--- src/adc_defs.svh ---
/*
 * Register offsets, field positions, reset values and timing counts
 * for the converter control block.
 * Assumes a byte-wide register port with offsets as printed.
 */
`ifndef ADC_DEFS_SVH
`define ADC_DEFS_SVH

`define ADC_OFS_CSR        8'h34
`define ADC_OFS_RESULT     8'h35
`define ADC_OFS_GAIN       8'h36

`define ADC_CSR_DONE_BIT   7
`define ADC_CSR_SPEED_BIT  6
`define ADC_CSR_PWR_BIT    5
`define ADC_CSR_CH_MSB     2
`define ADC_GAIN_SLOW_BIT  3
`define ADC_GAIN_SEL_BIT   2

`define ADC_CSR_RESET      8'h00
`define ADC_RESULT_RESET   8'h00
`define ADC_GAIN_RESET     8'h00

`define ADC_NUM_INPUTS     5
`define ADC_SAMPLE_TICKS   4
`define ADC_SAR_BITS       8

`endif

--- src/adc_pkg.sv ---
/*
 * Types for the converter control block.
 * Assumes adc_defs.svh is on the include path.
 */
package adc_pkg;
    typedef enum logic [1:0] {
        ADC_OFF,
        ADC_SAMPLE,
        ADC_HOLD
    } adc_state_t;

    typedef struct packed {
        logic       sample;
        logic       hold;
        logic       gain_on;
        logic       power_on;
        logic [2:0] input_select;
        logic [7:0] trial;
    } adc_analog_t;
endpackage

--- src/adc_sar_control.sv ---
/*
 * Successive-approximation converter control: registers, clock divider,
 * sample/hold sequencer and result holding.
 * Assumes the analog front end (mux, x8 gain, sample capacitor, comparator)
 * is outside; comparator answer is synchronous to clock.
 * Assumes halt_mode is synchronous; results right after a wakeup
 * from halt may be inaccurate, software must allow settling time.
 */
`timescale 1ns/1ns
`include "adc_defs.svh"

module adc_sar_control
    import adc_pkg::*;
#(
    parameter int SAMPLE_TICKS = `ADC_SAMPLE_TICKS,
    parameter int SAR_BITS     = `ADC_SAR_BITS
) (
    // system
    input  wire logic        clock,
    input  wire logic        resetn,
    // register port
    input  wire logic [7:0]  reg_addr,
    input  wire logic [7:0]  reg_wdata,
    input  wire logic        reg_write,
    input  wire logic        reg_read,
    output logic      [7:0]  reg_rdata,
    // low-power modes
    input  wire logic        halt_mode,
    // analog front end
    input  wire logic        comparator_high,
    output adc_analog_t      analog_ctrl
);

    localparam logic [2:0] LAST_INPUT = 3'(`ADC_NUM_INPUTS - 1);
    localparam logic [2:0] SAMPLE_LAST = 3'(SAMPLE_TICKS - 1);
    localparam logic [7:0] CSR_INIT    = `ADC_CSR_RESET;
    localparam logic [7:0] GAIN_INIT   = `ADC_GAIN_RESET;

    // registers
    logic [2:0]  input_select_reg, input_select_next;
    logic        speed_reg, speed_next;
    logic        power_reg, power_next;
    logic        done_reg, done_next;
    logic        slow_reg, slow_next;
    logic        gain_sel_reg, gain_sel_next;
    logic [7:0]  result_reg, result_next;
    logic [7:0]  rdata_reg, rdata_next;
    // sequencer
    adc_state_t  state_reg, state_next;
    logic [1:0]  div_reg, div_next;
    logic [2:0]  step_reg, step_next;
    logic [2:0]  tick_reg, tick_next;
    logic [7:0]  trial_reg, trial_next;
    logic [7:0]  bitmask_reg, bitmask_next;
    adc_analog_t analog_reg, analog_next;

    logic        wr_csr;
    logic        wr_gain;
    logic        rd_result;
    logic        active;
    logic        adc_tick;
    logic        finish;
    logic [7:0]  kept;
    logic [7:0]  kept_bits;

    assign wr_csr    = reg_write && reg_addr == `ADC_OFS_CSR;
    assign wr_gain   = reg_write && reg_addr == `ADC_OFS_GAIN;
    assign rd_result = reg_read && reg_addr == `ADC_OFS_RESULT;
    // halt gates off
    // power_next so the write setting power starts sampling at once
    assign active    = power_next && !halt_mode;

    // clock divider tick
    // free-running; a restart lands on any divider phase
    always_comb begin
        div_next = div_reg + 2'h1;
        if (slow_reg) begin
            adc_tick = div_reg == 2'h3;
        end else if (speed_reg) begin
            adc_tick = 1'b1;
        end else begin
            adc_tick = div_reg[0];
        end
    end

    // register file
    always_comb begin
        input_select_next = input_select_reg;
        speed_next        = speed_reg;
        power_next        = power_reg;
        slow_next         = slow_reg;
        gain_sel_next     = gain_sel_reg;
        if (wr_csr) begin
            input_select_next = reg_wdata[`ADC_CSR_CH_MSB:0];
            speed_next        = reg_wdata[`ADC_CSR_SPEED_BIT];
            power_next        = reg_wdata[`ADC_CSR_PWR_BIT];
        end
        if (wr_gain) begin
            slow_next     = reg_wdata[`ADC_GAIN_SLOW_BIT];
            gain_sel_next = reg_wdata[`ADC_GAIN_SEL_BIT];
        end
    end

    // read data, standing only in the cycle after the strobe
    always_comb begin
        rdata_next = 8'h00;
        if (reg_read) begin
            unique case (reg_addr)
                `ADC_OFS_CSR: begin
                    rdata_next[`ADC_CSR_DONE_BIT]   = done_reg;
                    rdata_next[`ADC_CSR_SPEED_BIT]  = speed_reg;
                    rdata_next[`ADC_CSR_PWR_BIT]    = power_reg;
                    rdata_next[`ADC_CSR_CH_MSB:0]   = input_select_reg;
                end
                `ADC_OFS_RESULT: rdata_next = result_reg;
                `ADC_OFS_GAIN: begin
                    rdata_next[`ADC_GAIN_SLOW_BIT] = slow_reg;
                    rdata_next[`ADC_GAIN_SEL_BIT]  = gain_sel_reg;
                end
                default: rdata_next = 8'h00;
            endcase
        end
    end

    // per-bit keep or drop of the bit on trial
    for (genvar b = 0; b < SAR_BITS; b++) begin : g_sar_bit
        assign kept_bits[b] = bitmask_reg[b] && !comparator_high
                              ? 1'b0 : trial_reg[b];
    end

    // sequencer
    always_comb begin
        state_next   = state_reg;
        step_next    = step_reg;
        tick_next    = tick_reg;
        trial_next   = trial_reg;
        bitmask_next = bitmask_reg;
        result_next  = result_reg;
        done_next    = done_reg;
        finish       = 1'b0;
        kept         = trial_reg;
        if (!active) begin
            state_next = ADC_OFF;
        end else if (wr_csr || state_reg == ADC_OFF) begin
            state_next   = ADC_SAMPLE;
            tick_next    = 3'h0;
            trial_next   = 8'h80;
            bitmask_next = 8'h80;
            step_next    = 3'h0;
        end else if (adc_tick) begin
            unique case (state_reg)
                ADC_SAMPLE: begin
                    tick_next = tick_reg + 3'h1;
                    if (tick_reg == SAMPLE_LAST) begin
                        state_next = ADC_HOLD;
                    end
                end
                ADC_HOLD: begin
                    kept         = kept_bits;
                    bitmask_next = bitmask_reg >> 1;
                    trial_next   = kept | (bitmask_reg >> 1);
                    step_next    = step_reg + 3'h1;
                    // eight steps
                    // result takes kept, which holds the last verdict
                    if (step_reg == 3'(SAR_BITS - 1)) begin
                        finish       = 1'b1;
                        state_next   = ADC_SAMPLE;
                        tick_next    = 3'h0;
                        step_next    = 3'h0;
                        trial_next   = 8'h80;
                        bitmask_next = 8'h80;
                    end
                end
                default: state_next = ADC_OFF;
            endcase
        end
        if (finish) begin
            result_next = kept;
        end
        if (rd_result || wr_csr) begin
            done_next = 1'b0;
        end
        // set wins, no interrupt
        // finish and abort never meet: the abort branch wins
        if (finish && !wr_csr) begin
            done_next = 1'b1;
        end
    end

    // analog controls
    always_comb begin
        analog_next.sample       = active && state_next == ADC_SAMPLE;
        analog_next.hold         = active && state_next == ADC_HOLD;
        analog_next.gain_on      = active && gain_sel_next;
        analog_next.power_on     = active;
        // codes 5 to 7 route input 0, never a floating mux
        analog_next.input_select = input_select_next > LAST_INPUT
                                   ? 3'h0 : input_select_next;
        analog_next.trial        = trial_next;
    end

    // divider
    always_ff @(posedge clock) begin
        if (!resetn) begin
            div_reg <= 2'h0;
        end else begin
            div_reg <= div_next;
        end
    end

    // software registers
    always_ff @(posedge clock) begin
        if (!resetn) begin
            input_select_reg <= CSR_INIT[`ADC_CSR_CH_MSB:0];
            speed_reg        <= CSR_INIT[`ADC_CSR_SPEED_BIT];
            power_reg        <= CSR_INIT[`ADC_CSR_PWR_BIT];
            slow_reg         <= GAIN_INIT[`ADC_GAIN_SLOW_BIT];
            gain_sel_reg     <= GAIN_INIT[`ADC_GAIN_SEL_BIT];
        end else begin
            input_select_reg <= input_select_next;
            speed_reg        <= speed_next;
            power_reg        <= power_next;
            slow_reg         <= slow_next;
            gain_sel_reg     <= gain_sel_next;
        end
    end

    // read data
    always_ff @(posedge clock) begin
        if (!resetn) begin
            rdata_reg <= 8'h00;
        end else begin
            rdata_reg <= rdata_next;
        end
    end

    // sequencer and status
    always_ff @(posedge clock) begin
        if (!resetn) begin
            done_reg    <= CSR_INIT[`ADC_CSR_DONE_BIT];
            result_reg  <= `ADC_RESULT_RESET;
            state_reg   <= ADC_OFF;
            step_reg    <= 3'h0;
            tick_reg    <= 3'h0;
            trial_reg   <= 8'h80;
            bitmask_reg <= 8'h80;
        end else begin
            done_reg    <= done_next;
            result_reg  <= result_next;
            state_reg   <= state_next;
            step_reg    <= step_next;
            tick_reg    <= tick_next;
            trial_reg   <= trial_next;
            bitmask_reg <= bitmask_next;
        end
    end

    // analog controls, registered so every output is a flip-flop
    always_ff @(posedge clock) begin
        if (!resetn) begin
            analog_reg <= '0;
        end else begin
            analog_reg <= analog_next;
        end
    end

    assign reg_rdata   = rdata_reg;
    assign analog_ctrl = analog_reg;

endmodule

--- config.mk ---
export PLATFORM = sky130hd
export DESIGN_NAME = adc_sar_control
export DESIGN_NICKNAME = d
export VERILOG_FILES = /design/src/adc_pkg.sv /design/src/adc_sar_control.sv
export VERILOG_INCLUDE_DIRS = /design/src
export SDC_FILE = /design/constraint.sdc
export NUM_CORES = 1
export LEC_CHECK = 0
export BUFFER_PORTS_ARGS = -buffer_cell sky130_fd_sc_hd__buf_2
export CAP_MARGIN = 25
export CORE_MARGIN = 5
export CORE_UTILIZATION = 35
export DETAILED_ROUTE_END_ITERATION = 8
export GPL_ROUTABILITY_DRIVEN = 1
export MAX_ROUTING_LAYER = met4
export SETUP_SLACK_MARGIN = 0.15
export SLEW_MARGIN = 30
export SYNTH_ARGS = -nofsm -noshare
export SYNTH_HDL_FRONTEND = slang
export SYNTH_SLANG_ARGS = --single-unit
--- constraint.sdc ---
create_clock -name clock -period 4.15 [get_ports clock]
set_input_delay 0.2075 -clock clock [delete_from_list [all_inputs] [get_ports clock]]
set_output_delay 0.2075 -clock clock [all_outputs]
set_load 0.005 [all_outputs]
[Word level (Yosys, flattened, before mapping)]
Cells that the tools add are included.
Word-level totals
  input port bits: 22
  output and inout port bits: 23
  logic and storage cells: 120
  register bits after elaboration: 65
Cells by class
  mux-type cells: 51
  reductions and logical operators: 31
  eq/ne operators: 11
  bitwise gates (word level): 2
  add/sub/neg operators: 3
  order comparisons: 1
Operators by type and width (count)
  8-bit two-way mux: 13
  8-bit by 6-bit equality test with 1-bit output, second input constant: 3
  3-bit two-way mux: 8
  1-bit two-way mux: 19
  1-bit logical AND: 16
  3-bit one-hot mux with 2 select lines: 2
  2-bit two-way mux: 5
  8-bit by 7-bit bitwise OR with 8-bit output: 1
  2-bit one-hot mux with 2 select lines: 2
  3-bit by 1-bit adder with 3-bit output, second input constant: 2
  2-bit equality test, second input constant: 3
  3-bit AND reduction: 2
  2-bit nonzero test: 3
  2-bit by 1-bit equality test with 1-bit output, second input constant: 2
  4-bit AND reduction: 1
  3-bit by 2-bit equality test with 1-bit output, second input constant: 1
  3-bit equality test, second input constant: 1
  3-bit > comparator, second input constant: 1
  1-bit logical NOT: 3
  3-bit inequality test, second input constant: 1
  1-bit one-hot mux with 3 select lines: 1
  3-bit nonzero test: 1
  2-bit by 1-bit adder with 2-bit output, second input constant: 1
  2-bit logical NOT: 1
  other kinds (5): 6

[Depth between registers and ports, before layout]
Gate-level depths: netlist of the first run.
  depth in word-level cells: 9
  gate-level depth with buffers: 8
  gate-level depth less buffers: 7

[Least setup slack after synthesis of the first run]
OpenSTA, ideal clock, no wires.
  path kind: register to register
  start point: register state_reg[0]
  end point: register result_reg[1]
  path buffers: 2
  stages on the path, launching flop included: 8
  path slack: 2.452 ns
  data required time: 4.034 ns
  arrival time: 1.582 ns
  period minus slack after synthesis: 1.698 ns
  cells stage by stage: dfxtp_1 inv_1 ha_1 clkbuf_1 and3_4 nand4_2 buf_2 a31o_2
On the way
  cells in the longest elaborated chain, start to end: 5
  elaborated cells between the ends (all ways): 11
  those cells by class: 1 x eq/ne; 8 x mux; 2 x reduce/logical
RTL lines
  start: declaration: RTL line adc_sar_control.sv:49  | adc_state_t state_reg, state_next;
  start signal: assignment: RTL line adc_sar_control.sv:250  | state_reg <= state_next;
  2-bit equality test: RTL line adc_sar_control.sv:151  | unique case (state_reg)
  8-bit two-way mux or 1-bit two-way mux (tied branches): RTL line adc_sar_control.sv:151
  8-bit two-way mux or 1-bit two-way mux (tied branches): RTL line adc_sar_control.sv:150  | end else if (adc_tick) begin
  8-bit two-way mux or 1-bit two-way mux (tied branches): RTL line adc_sar_control.sv:144  | end else if (wr_csr || state_reg == ADC_OFF) begin
  8-bit two-way mux or 1-bit two-way mux (tied branches): RTL line adc_sar_control.sv:142  | if (!active) begin
  end signal: assignment: RTL line adc_sar_control.sv:241  | result_reg <= `ADC_RESULT_RESET;
  end signal: assignment: RTL line adc_sar_control.sv:249  | result_reg <= result_next;
  end: declaration: RTL line adc_sar_control.sv:46  | logic [7:0] result_reg, result_next;
Several ways; a longest one is shown, not always the timed one.
A chain may end at the register's enable or synchronous reset.

[Worst setup path in the final report of the first run]
  start point: register step_reg[0]
  end point: register trial_reg[3]
On the way
  cells in the longest elaborated chain, start to end: 6
RTL lines
  start: declaration: RTL line adc_sar_control.sv:51  | logic [2:0] step_reg, step_next;
  start signal: assignment: RTL line adc_sar_control.sv:251  | step_reg <= step_next;
  3-bit equality test: RTL line adc_sar_control.sv:165  | if (step_reg == 3'(SAR_BITS - 1)) begin
  8-bit two-way mux: RTL line adc_sar_control.sv:165
  8-bit two-way mux: RTL line adc_sar_control.sv:151
  8-bit two-way mux: RTL line adc_sar_control.sv:150
  8-bit two-way mux: RTL line adc_sar_control.sv:144
  8-bit two-way mux: RTL line adc_sar_control.sv:142
  end signal: assignment: RTL line adc_sar_control.sv:253  | trial_reg <= trial_next;
  end: declaration: RTL line adc_sar_control.sv:53  | logic [7:0] trial_reg, trial_next;
Every way passes these cells.

==> results.sh, run 1 <==
export IMPL_crit_start="step_reg[0]$_SDFFE_PN0P_"
export IMPL_reg2reg_from="step_reg[0]$_SDFFE_PN0P_"
export IMPL_path_cells="ha_1, ha_1, nor2b_1, nand4_1, nor4_2, nand2_1, o211ai_1"
export IMPL_ys_seq_area_frac=0.430
export IMPL_p_seq_frac=0.490
export IMPL_htreeDepth=3
export IMPL_p_total_mw=1.14
export IMPL_globalRouteOverflowTotal=0
export IMPL_synth_seq_cells=58
export IMPL_die_w_um=97.8
export IMPL_portBuffers=42
export IMPL_vias_per_cell=5.15
export IMPL_crit_type="flop to flop"
export IMPL_netSwitchingFraction=0.239
export IMPL_stdcell_area_um2=3150
export IMPL_setup_viol=0
export IMPL_clock_path_buffers=2
export IMPL_dp_hpwl_mm=4.71
export IMPL_antenna_left=0
export IMPL_tritoncts="built"
export IMPL_cp_start_kind="flop"
export IMPL_p_leak_nw=1.24
export IMPL_status="finished, final reports clean"
export IMPL_syn_num_nets=325
export IMPL_pin_count=45
export IMPL_cp_slowest_cell="nor4_2"
export IMPL_reg2reg_depth=7
export IMPL_nets=361
export IMPL_crit_path_end="trial_reg[3]$_SDFFE_PN0P_"
export IMPL_combPwrFrac=0.040
export IMPL_grt_max_degree=37
export IMPL_numCtsBuffers=9
export IMPL_maxSlewViolCount=0
export IMPL_period_needed_ps=2190
export IMPL_start_util=0.355
export IMPL_finalHoldViolations=0
export IMPL_clock_fmax_ghz=0.456
export IMPL_ys_types=58
export IMPL_routedWlPerCell_um=14.8
export IMPL_period_share=0.528
export IMPL_max_stage_delay_ps=620
export IMPL_synthArstFlopShare=0
export IMPL_ff2ff_setup_slack_ps=1960
export IMPL_grt_pass1_vias=2149
export IMPL_fp_dieArea_um2=9570
export IMPL_routed_wl_mm=6.48
export IMPL_avgSynthCellArea_um2=9.18
export IMPL_antenna_found_initial=0
export IMPL_route_detailed_drc=0
export IMPL_postCtsSetupBuffers=0
export IMPL_max_slew_margin=0.484
export IMPL_max_vdd_ir_drop_uv=164
export IMPL_cts_num_sinks=58
export IMPL_firstDrtPassIters=4
export IMPL_drv_cap=0
export IMPL_diodes=0
export IMPL_row_count=32
export IMPL_cp_end_kind="flop"
export IMPL_grt_first_pass_wirelength_mm=10.7
export IMPL_syn_to_final_growth_pct=16.6
export IMPL_r2r_end="trial_reg[3]$_SDFFE_PN0P_"
export IMPL_crit_path_max_fanout=7
export IMPL_tightest_slew_ps=768
export IMPL_first_iter_violations=96
export IMPL_fill_cells=811
export IMPL_yosysWarnings=0
export IMPL_pwr_share_clk=0.469
export IMPL_crit_top_cell="ha_1"
export IMPL_p_switching_uw=272
export IMPL_required_ps=4410
export IMPL_finClkSkew_ps=11.6
export IMPL_setup_tns_ps=0
export IMPL_syn_inst=294
export IMPL_vias=2251
export IMPL_place_congestion=0.831
export IMPL_ys_flop_type="dfxtp_1"
export IMPL_hold_buffers=0
export IMPL_pwr_density_cell_nw_per_um2=363
export IMPL_root_buffer="clkbuf_8"
export IMPL_synth_top_area_frac=0.430
export IMPL_drive_gt1_frac=0.239
export IMPL_fp_dieH_um=97.8
export IMPL_grt_usage=0.145
export IMPL_power_internal_uw=869
export IMPL_grt_setup_unrepaired="no"
export IMPL_hold_class="input port to flop"
export IMPL_core_um2=7610
export IMPL_clk_pin_slew_ps=70
export IMPL_cts_resized=0
export IMPL_arrival_ps=2450
export IMPL_syn_area_um2=2700
export IMPL_synth_area_leader_cell="dfxtp_1"
export IMPL_yosys_top_cells_area="dfxtp_1 (43%), mux2i_1 (5.9%), nand2_1 (4.6%)"
export IMPL_clk_latency_ps=350
export IMPL_synth_edf_count=0
export IMPL_utilization=0.414
export IMPL_place_area_um2=2940
[worst min path at each step]
stage	from	end	slack (ps)	cells after the start
floorplan	reg_wdata[6]	speed_reg$_SDFFE_PN0N_	340	2
detailed placement	result_reg[4]$_SDFFE_PN0P_	reg_rdata[4]$_SDFF_PN0_	430	2
global route	reg_wdata[3]	slow_reg$_SDFFE_PN0P_	110	3
CTS	reg_wdata[6]	speed_reg$_SDFFE_PN0N_	80	3
finish	reg_wdata[6]	speed_reg$_SDFFE_PN0N_	100	3
global placement	result_reg[4]$_SDFFE_PN0P_	reg_rdata[4]$_SDFF_PN0_	430	2
[final cells by class]
cell class                 count  area [um2]  area share
clock buffer                  10         138      0.0437
timing repair buffer          43         218      0.0692
clock inverter                 6        66.3      0.0211
tap                          102         128      0.0405
inverter                       8        30.0     0.00954
sequential                    58        1160       0.369
multi-input combinational    210        1410       0.447
[cells in the final DEF, fill, tap and decap left out, drive strengths merged, types with 6 or more instances in the layout]
cell type / netlist / layout
clkbuf: 6 / 10
nand2: 33 / 33
o21ai: 11 / 11
buf: 12 / 43
a31o: 6 / 6
nand2b: 11 / 11
a21oi: 10 / 10
o211ai: 6 / 6
a211oi: 6 / 6
mux2i: 16 / 16
nand3: 13 / 13
dfxtp: 58 / 58
inv: 8 / 8
nor2: 29 / 29
ha: 9 / 9
[stage by stage]
step | hold slack, ps | std cells | setup slack (ps)
after floorplan | 343 | 294 | 2450
after global placement | 434 | 421 | 1900
after detailed placement | 433 | 421 | 1870
after CTS | 80.8 | 437 | 1960
after global routing | 108 | 437 | 1730
final | 103 | 437 | 1960
[power by group through the flow]
stage | sequential [mW] | clock (mW) | combinational [mW]
5_1_grt | 0.560 | 0.575 | 0.0499
3_3_place_gp | 0.573 | 0 | 0.0454
6_report | 0.560 | 0.536 | 0.0459
4_1_cts | 0.560 | 0.550 | 0.0458
3_5_place_dp | 0.573 | 0 | 0.0457
2_1_floorplan | 0.573 | 0 | 0.0265
[per-layer routing]
layer  wire length [um]  GRT usage
met1               3290      0.199
met2               2800      0.194
met3                269     0.0436
met4                129     0.0671
met5                  0          -
[kinds of logic (layout without fill, tap and decap cells)]
kind of cell               count (synthesis)  in the layout  share of synthesized area
and+or+nand+nor                          124            124                      0.258
AOI/OAI and AO/OA                         60             60                      0.158
DFF                                       58             58                      0.430
buffers and inverters                     26             67                     0.0487
muxes                                     17             17                     0.0635
adders and majority gates                  9              9                     0.0417
[cell usage after synthesis (2+ instances only)]
cell and instances:
inv_1 8, a31o_2 6, ha_1 9, nand2b_1 11, o21ai_1 5, nor2b_1 5
a211o_1 2, buf_2 3, and2_1 2, mux2i_1 16, o21ai_0 6, nor2_1 28
a211oi_1 6, a22oi_1 3, a21oi_1 9, o22ai_1 2, nor3_1 4, nand4_1 2
buf_4 8, o31ai_1 2, nand2_1 33, a31oi_1 4, clkbuf_1 6, nor3b_1 3
nand3_1 12, and3_1 4, dfxtp_1 58, or4_1 2, o211ai_1 6
[critical path: cells and delay by family, from the launching register on]
family,cells,cell delay [ps]
AND/OR/NAND/NOR,4,1160
adder cells (fa/ha/maj),2,490
flip-flops,1,330
AO/OA/AOI/OAI,1,130
Note: power is estimated with default switching activity, not from simulation.
==> run 2: changes to the inputs <==
Settings changed: ABC_AREA set to 1.
Clock period 4.15 ns to 1.8 ns, I/O delays scaled along.
==> run 2 against run 1 <==
Compared with the run above: total power rose by 140%; critical path type unchanged; wire length up 6.8%; flip-flop and latch count unchanged; critical endpoint is now step_reg[0]$_SDFFE_PN0P_; largest power group is now the clock network; maximum frequency is 39% higher; worst hold slack worse by 72 ps; area after synthesis up 7.9%.
==> results.sh, run 2 <==
export IMPL_vias_per_cell=4.48
export IMPL_fp_dieH_um=101
export IMPL_ys_flop_type="dfxtp_1"
export IMPL_required_ps=2010
export IMPL_status="finished, final reports clean"
export IMPL_ff_latch_area_um2=1170
export IMPL_root_buffer="clkbuf_8"
export IMPL_htreeDepth=3
export IMPL_setup_viol=0
export IMPL_setup_tns_ps=0
export IMPL_yosysMostFrequentCell="nand2_1"
export IMPL_fill_cells=876
export IMPL_finalHoldViolations=0
export IMPL_route_detailed_drc=0
export IMPL_firstDrtPassIters=4
export IMPL_drive_gt1_frac=0.256
export IMPL_syn_num_nets=448
export IMPL_tritoncts="built"
export IMPL_syn_area_um2=2910
export IMPL_clock_fmax_ghz=0.635
export IMPL_finClkSkew_ps=11.8
export IMPL_nets=504
export IMPL_maxSlewViolCount=0
export IMPL_period_needed_ps=1570
export IMPL_final_common_cell="nand2_1"
export IMPL_hold_class="input port to flop"
export IMPL_grt_pass1_vias=2487
export IMPL_synth_area_leader_cell="dfxtp_1"
export IMPL_fp_dieArea_um2=10200
export IMPL_crit_path_max_fanout=4
export IMPL_grt_setup_unrepaired="no"
export IMPL_tightest_slew_ps=404
export IMPL_p_leak_nw=1.78
export IMPL_vias=2608
export IMPL_period_share=0.875
export IMPL_grt_usage=0.137
export IMPL_synth_seq_cells=58
export IMPL_crit_type="flop to flop"
export IMPL_synth_top_area_frac=0.399
export IMPL_highest_layer="met4"
export IMPL_routedWlPerCell_um=11.9
export IMPL_clock_path_buffers=2
export IMPL_dp_hpwl_mm=4.74
export IMPL_die_w_um=101
export IMPL_routed_wl_mm=6.93
export IMPL_ys_types=36
export IMPL_arrival_ps=1790
export IMPL_antenna_left=0
export IMPL_pwr_density_cell_nw_per_um2=753
export IMPL_met3_length_um=385
export IMPL_drv_cap=0
export IMPL_clk_pin_slew_ps=60
export IMPL_pin_count=45
export IMPL_hold_buffers=0
export IMPL_numCtsBuffers=9
export IMPL_first_iter_violations=110
export IMPL_yosysWarnings=0
export IMPL_cp_end_kind="flop"
export IMPL_clk_latency_ps=330
export IMPL_globalRouteOverflowTotal=0
export IMPL_core_um2=8180
export IMPL_final_cell_mix="nand2_1 (98), nor2_1 (75), dfxtp_1 (54)"
export IMPL_cts_num_sinks=58
export IMPL_antenna_found_initial=0
export IMPL_max_vdd_ir_drop_uv=376
export IMPL_start_util=0.356
export IMPL_p_total_mw=2.71
export IMPL_syn_inst=417
export IMPL_avgSynthCellArea_um2=6.99
export IMPL_synthArstFlopShare=0
export IMPL_multi_input_area_um2=1500
export IMPL_row_count=33
export IMPL_grt_first_pass_wirelength_mm=11.0
export IMPL_synth_edf_count=0
export IMPL_cp_start_kind="flop"
export IMPL_place_congestion=0.898
export IMPL_met1_length_mm=3.30
export IMPL_syn_to_final_growth_pct=23.5
export IMPL_yosys_top_cells_area="dfxtp_1 (40%), nand2_1 (13%), nor2_1 (9.8%)"
export IMPL_synth_common_cells="nand2_1 (101), nor2_1 (76), dfxtp_1 (58)"
export IMPL_portBuffers=42
export IMPL_diodes=0
export IMPL_route_met2_wl_mm=3.18
export IMPL_max_slew_margin=0.730
export IMPL_grt_max_degree=35
export IMPL_ys_seq_area_frac=0.399
run 2: cell types whose count changed after synthesis, sizes merged, moves of 5 or more:
| cell | before | now |
|---|---|---|
| o211ai | 6 | 0 |
| mux2i | 16 | 1 |
| inv | 8 | 55 |
| a31o | 6 | 0 |
| a21oi | 10 | 37 |
| nor2 | 29 | 81 |
| nor2b | 5 | 0 |
| nand2 | 33 | 112 |
| nand2b | 11 | 0 |
| a211oi | 6 | 0 |
run 2: per-layer routing:
metal  up-vias  GRT usage
met1      1145      0.167
met2        54      0.221
met4         0     0.0429
li1       1401          -
met5         -          -
met3         8     0.0372
run 2: cell families after synthesis:
family | after synthesis | share of synthesized area
buf+inv | 74 | 0.118
flops | 58 | 0.399
compound gates | 51 | 0.0919
simple gates | 224 | 0.349
mux | 1 | 0.00344
fa+ha+maj | 9 | 0.0387
run 2: worst max-delay path, cell delays in order (launching register included):
cell	delay (ps)
dfxtp_2	340
ha_2	190
o21ai_4	80
buf_4	140
o21ai_4	290
nand2_8	100
buf_4	160
o21ai_1	110
nor2_1	50
run 2: report_power, final:
part           internal, mW  switching, mW  total, mW
Sequential             1.29        0.00391       1.29
Clock                 0.807          0.498       1.30
Combinational        0.0412         0.0690      0.110
Total                  2.14          0.571       2.71
run 2: layout make-up:
class                           instances  area share
Clock inverter                          5      0.0219
Inverter                               56      0.0584
Timing Repair Buffer                   60       0.103
Multi-Input combinational cell        288       0.418
Tap cell                              105      0.0365
Sequential cell                        58       0.324
Clock buffer                           10      0.0382
run 2: final timing paths:
kind | start | to | slack (ps) | depth (start not counted)
hold / removal | reg_wdata[6] | speed_reg$_SDFFE_PN0N_ | 30 | 3
setup reg to reg | div_reg[0]$_SDFF_PN0_ | step_reg[0]$_SDFFE_PN0P_ | 230 | 8
setup / recovery | div_reg[0]$_SDFF_PN0_ | step_reg[0]$_SDFFE_PN0P_ | 230 | 8
hold reg to reg | div_reg[0]$_SDFF_PN0_ | div_reg[0]$_SDFF_PN0_ | 420 | 1
run 2: what timing repair did:
action                                  4_1_cts  5_1_grt
cloned                                        0        3
buffers inserted                              0       10
gates resized for setup                       0       24
pin swaps                                     1        9
endpoints found under the setup margin       10       32
run 2: per-stage QoR:
step | util | setup slack, ps | cells | hold slack [ps] | cell area (um2)
final | 0.440 | 225 | 582 | 30.5 | 3600
after detailed placement | 0.389 | 102 | 554 | 363 | 3180
after global routing | 0.440 | 137 | 582 | 16.6 | 3600
after CTS | 0.416 | 105 | 569 | 12.8 | 3400
after global placement | 0.389 | 148 | 554 | 362 | 3180
after floorplan | - | 172 | 417 | 233 | 2910
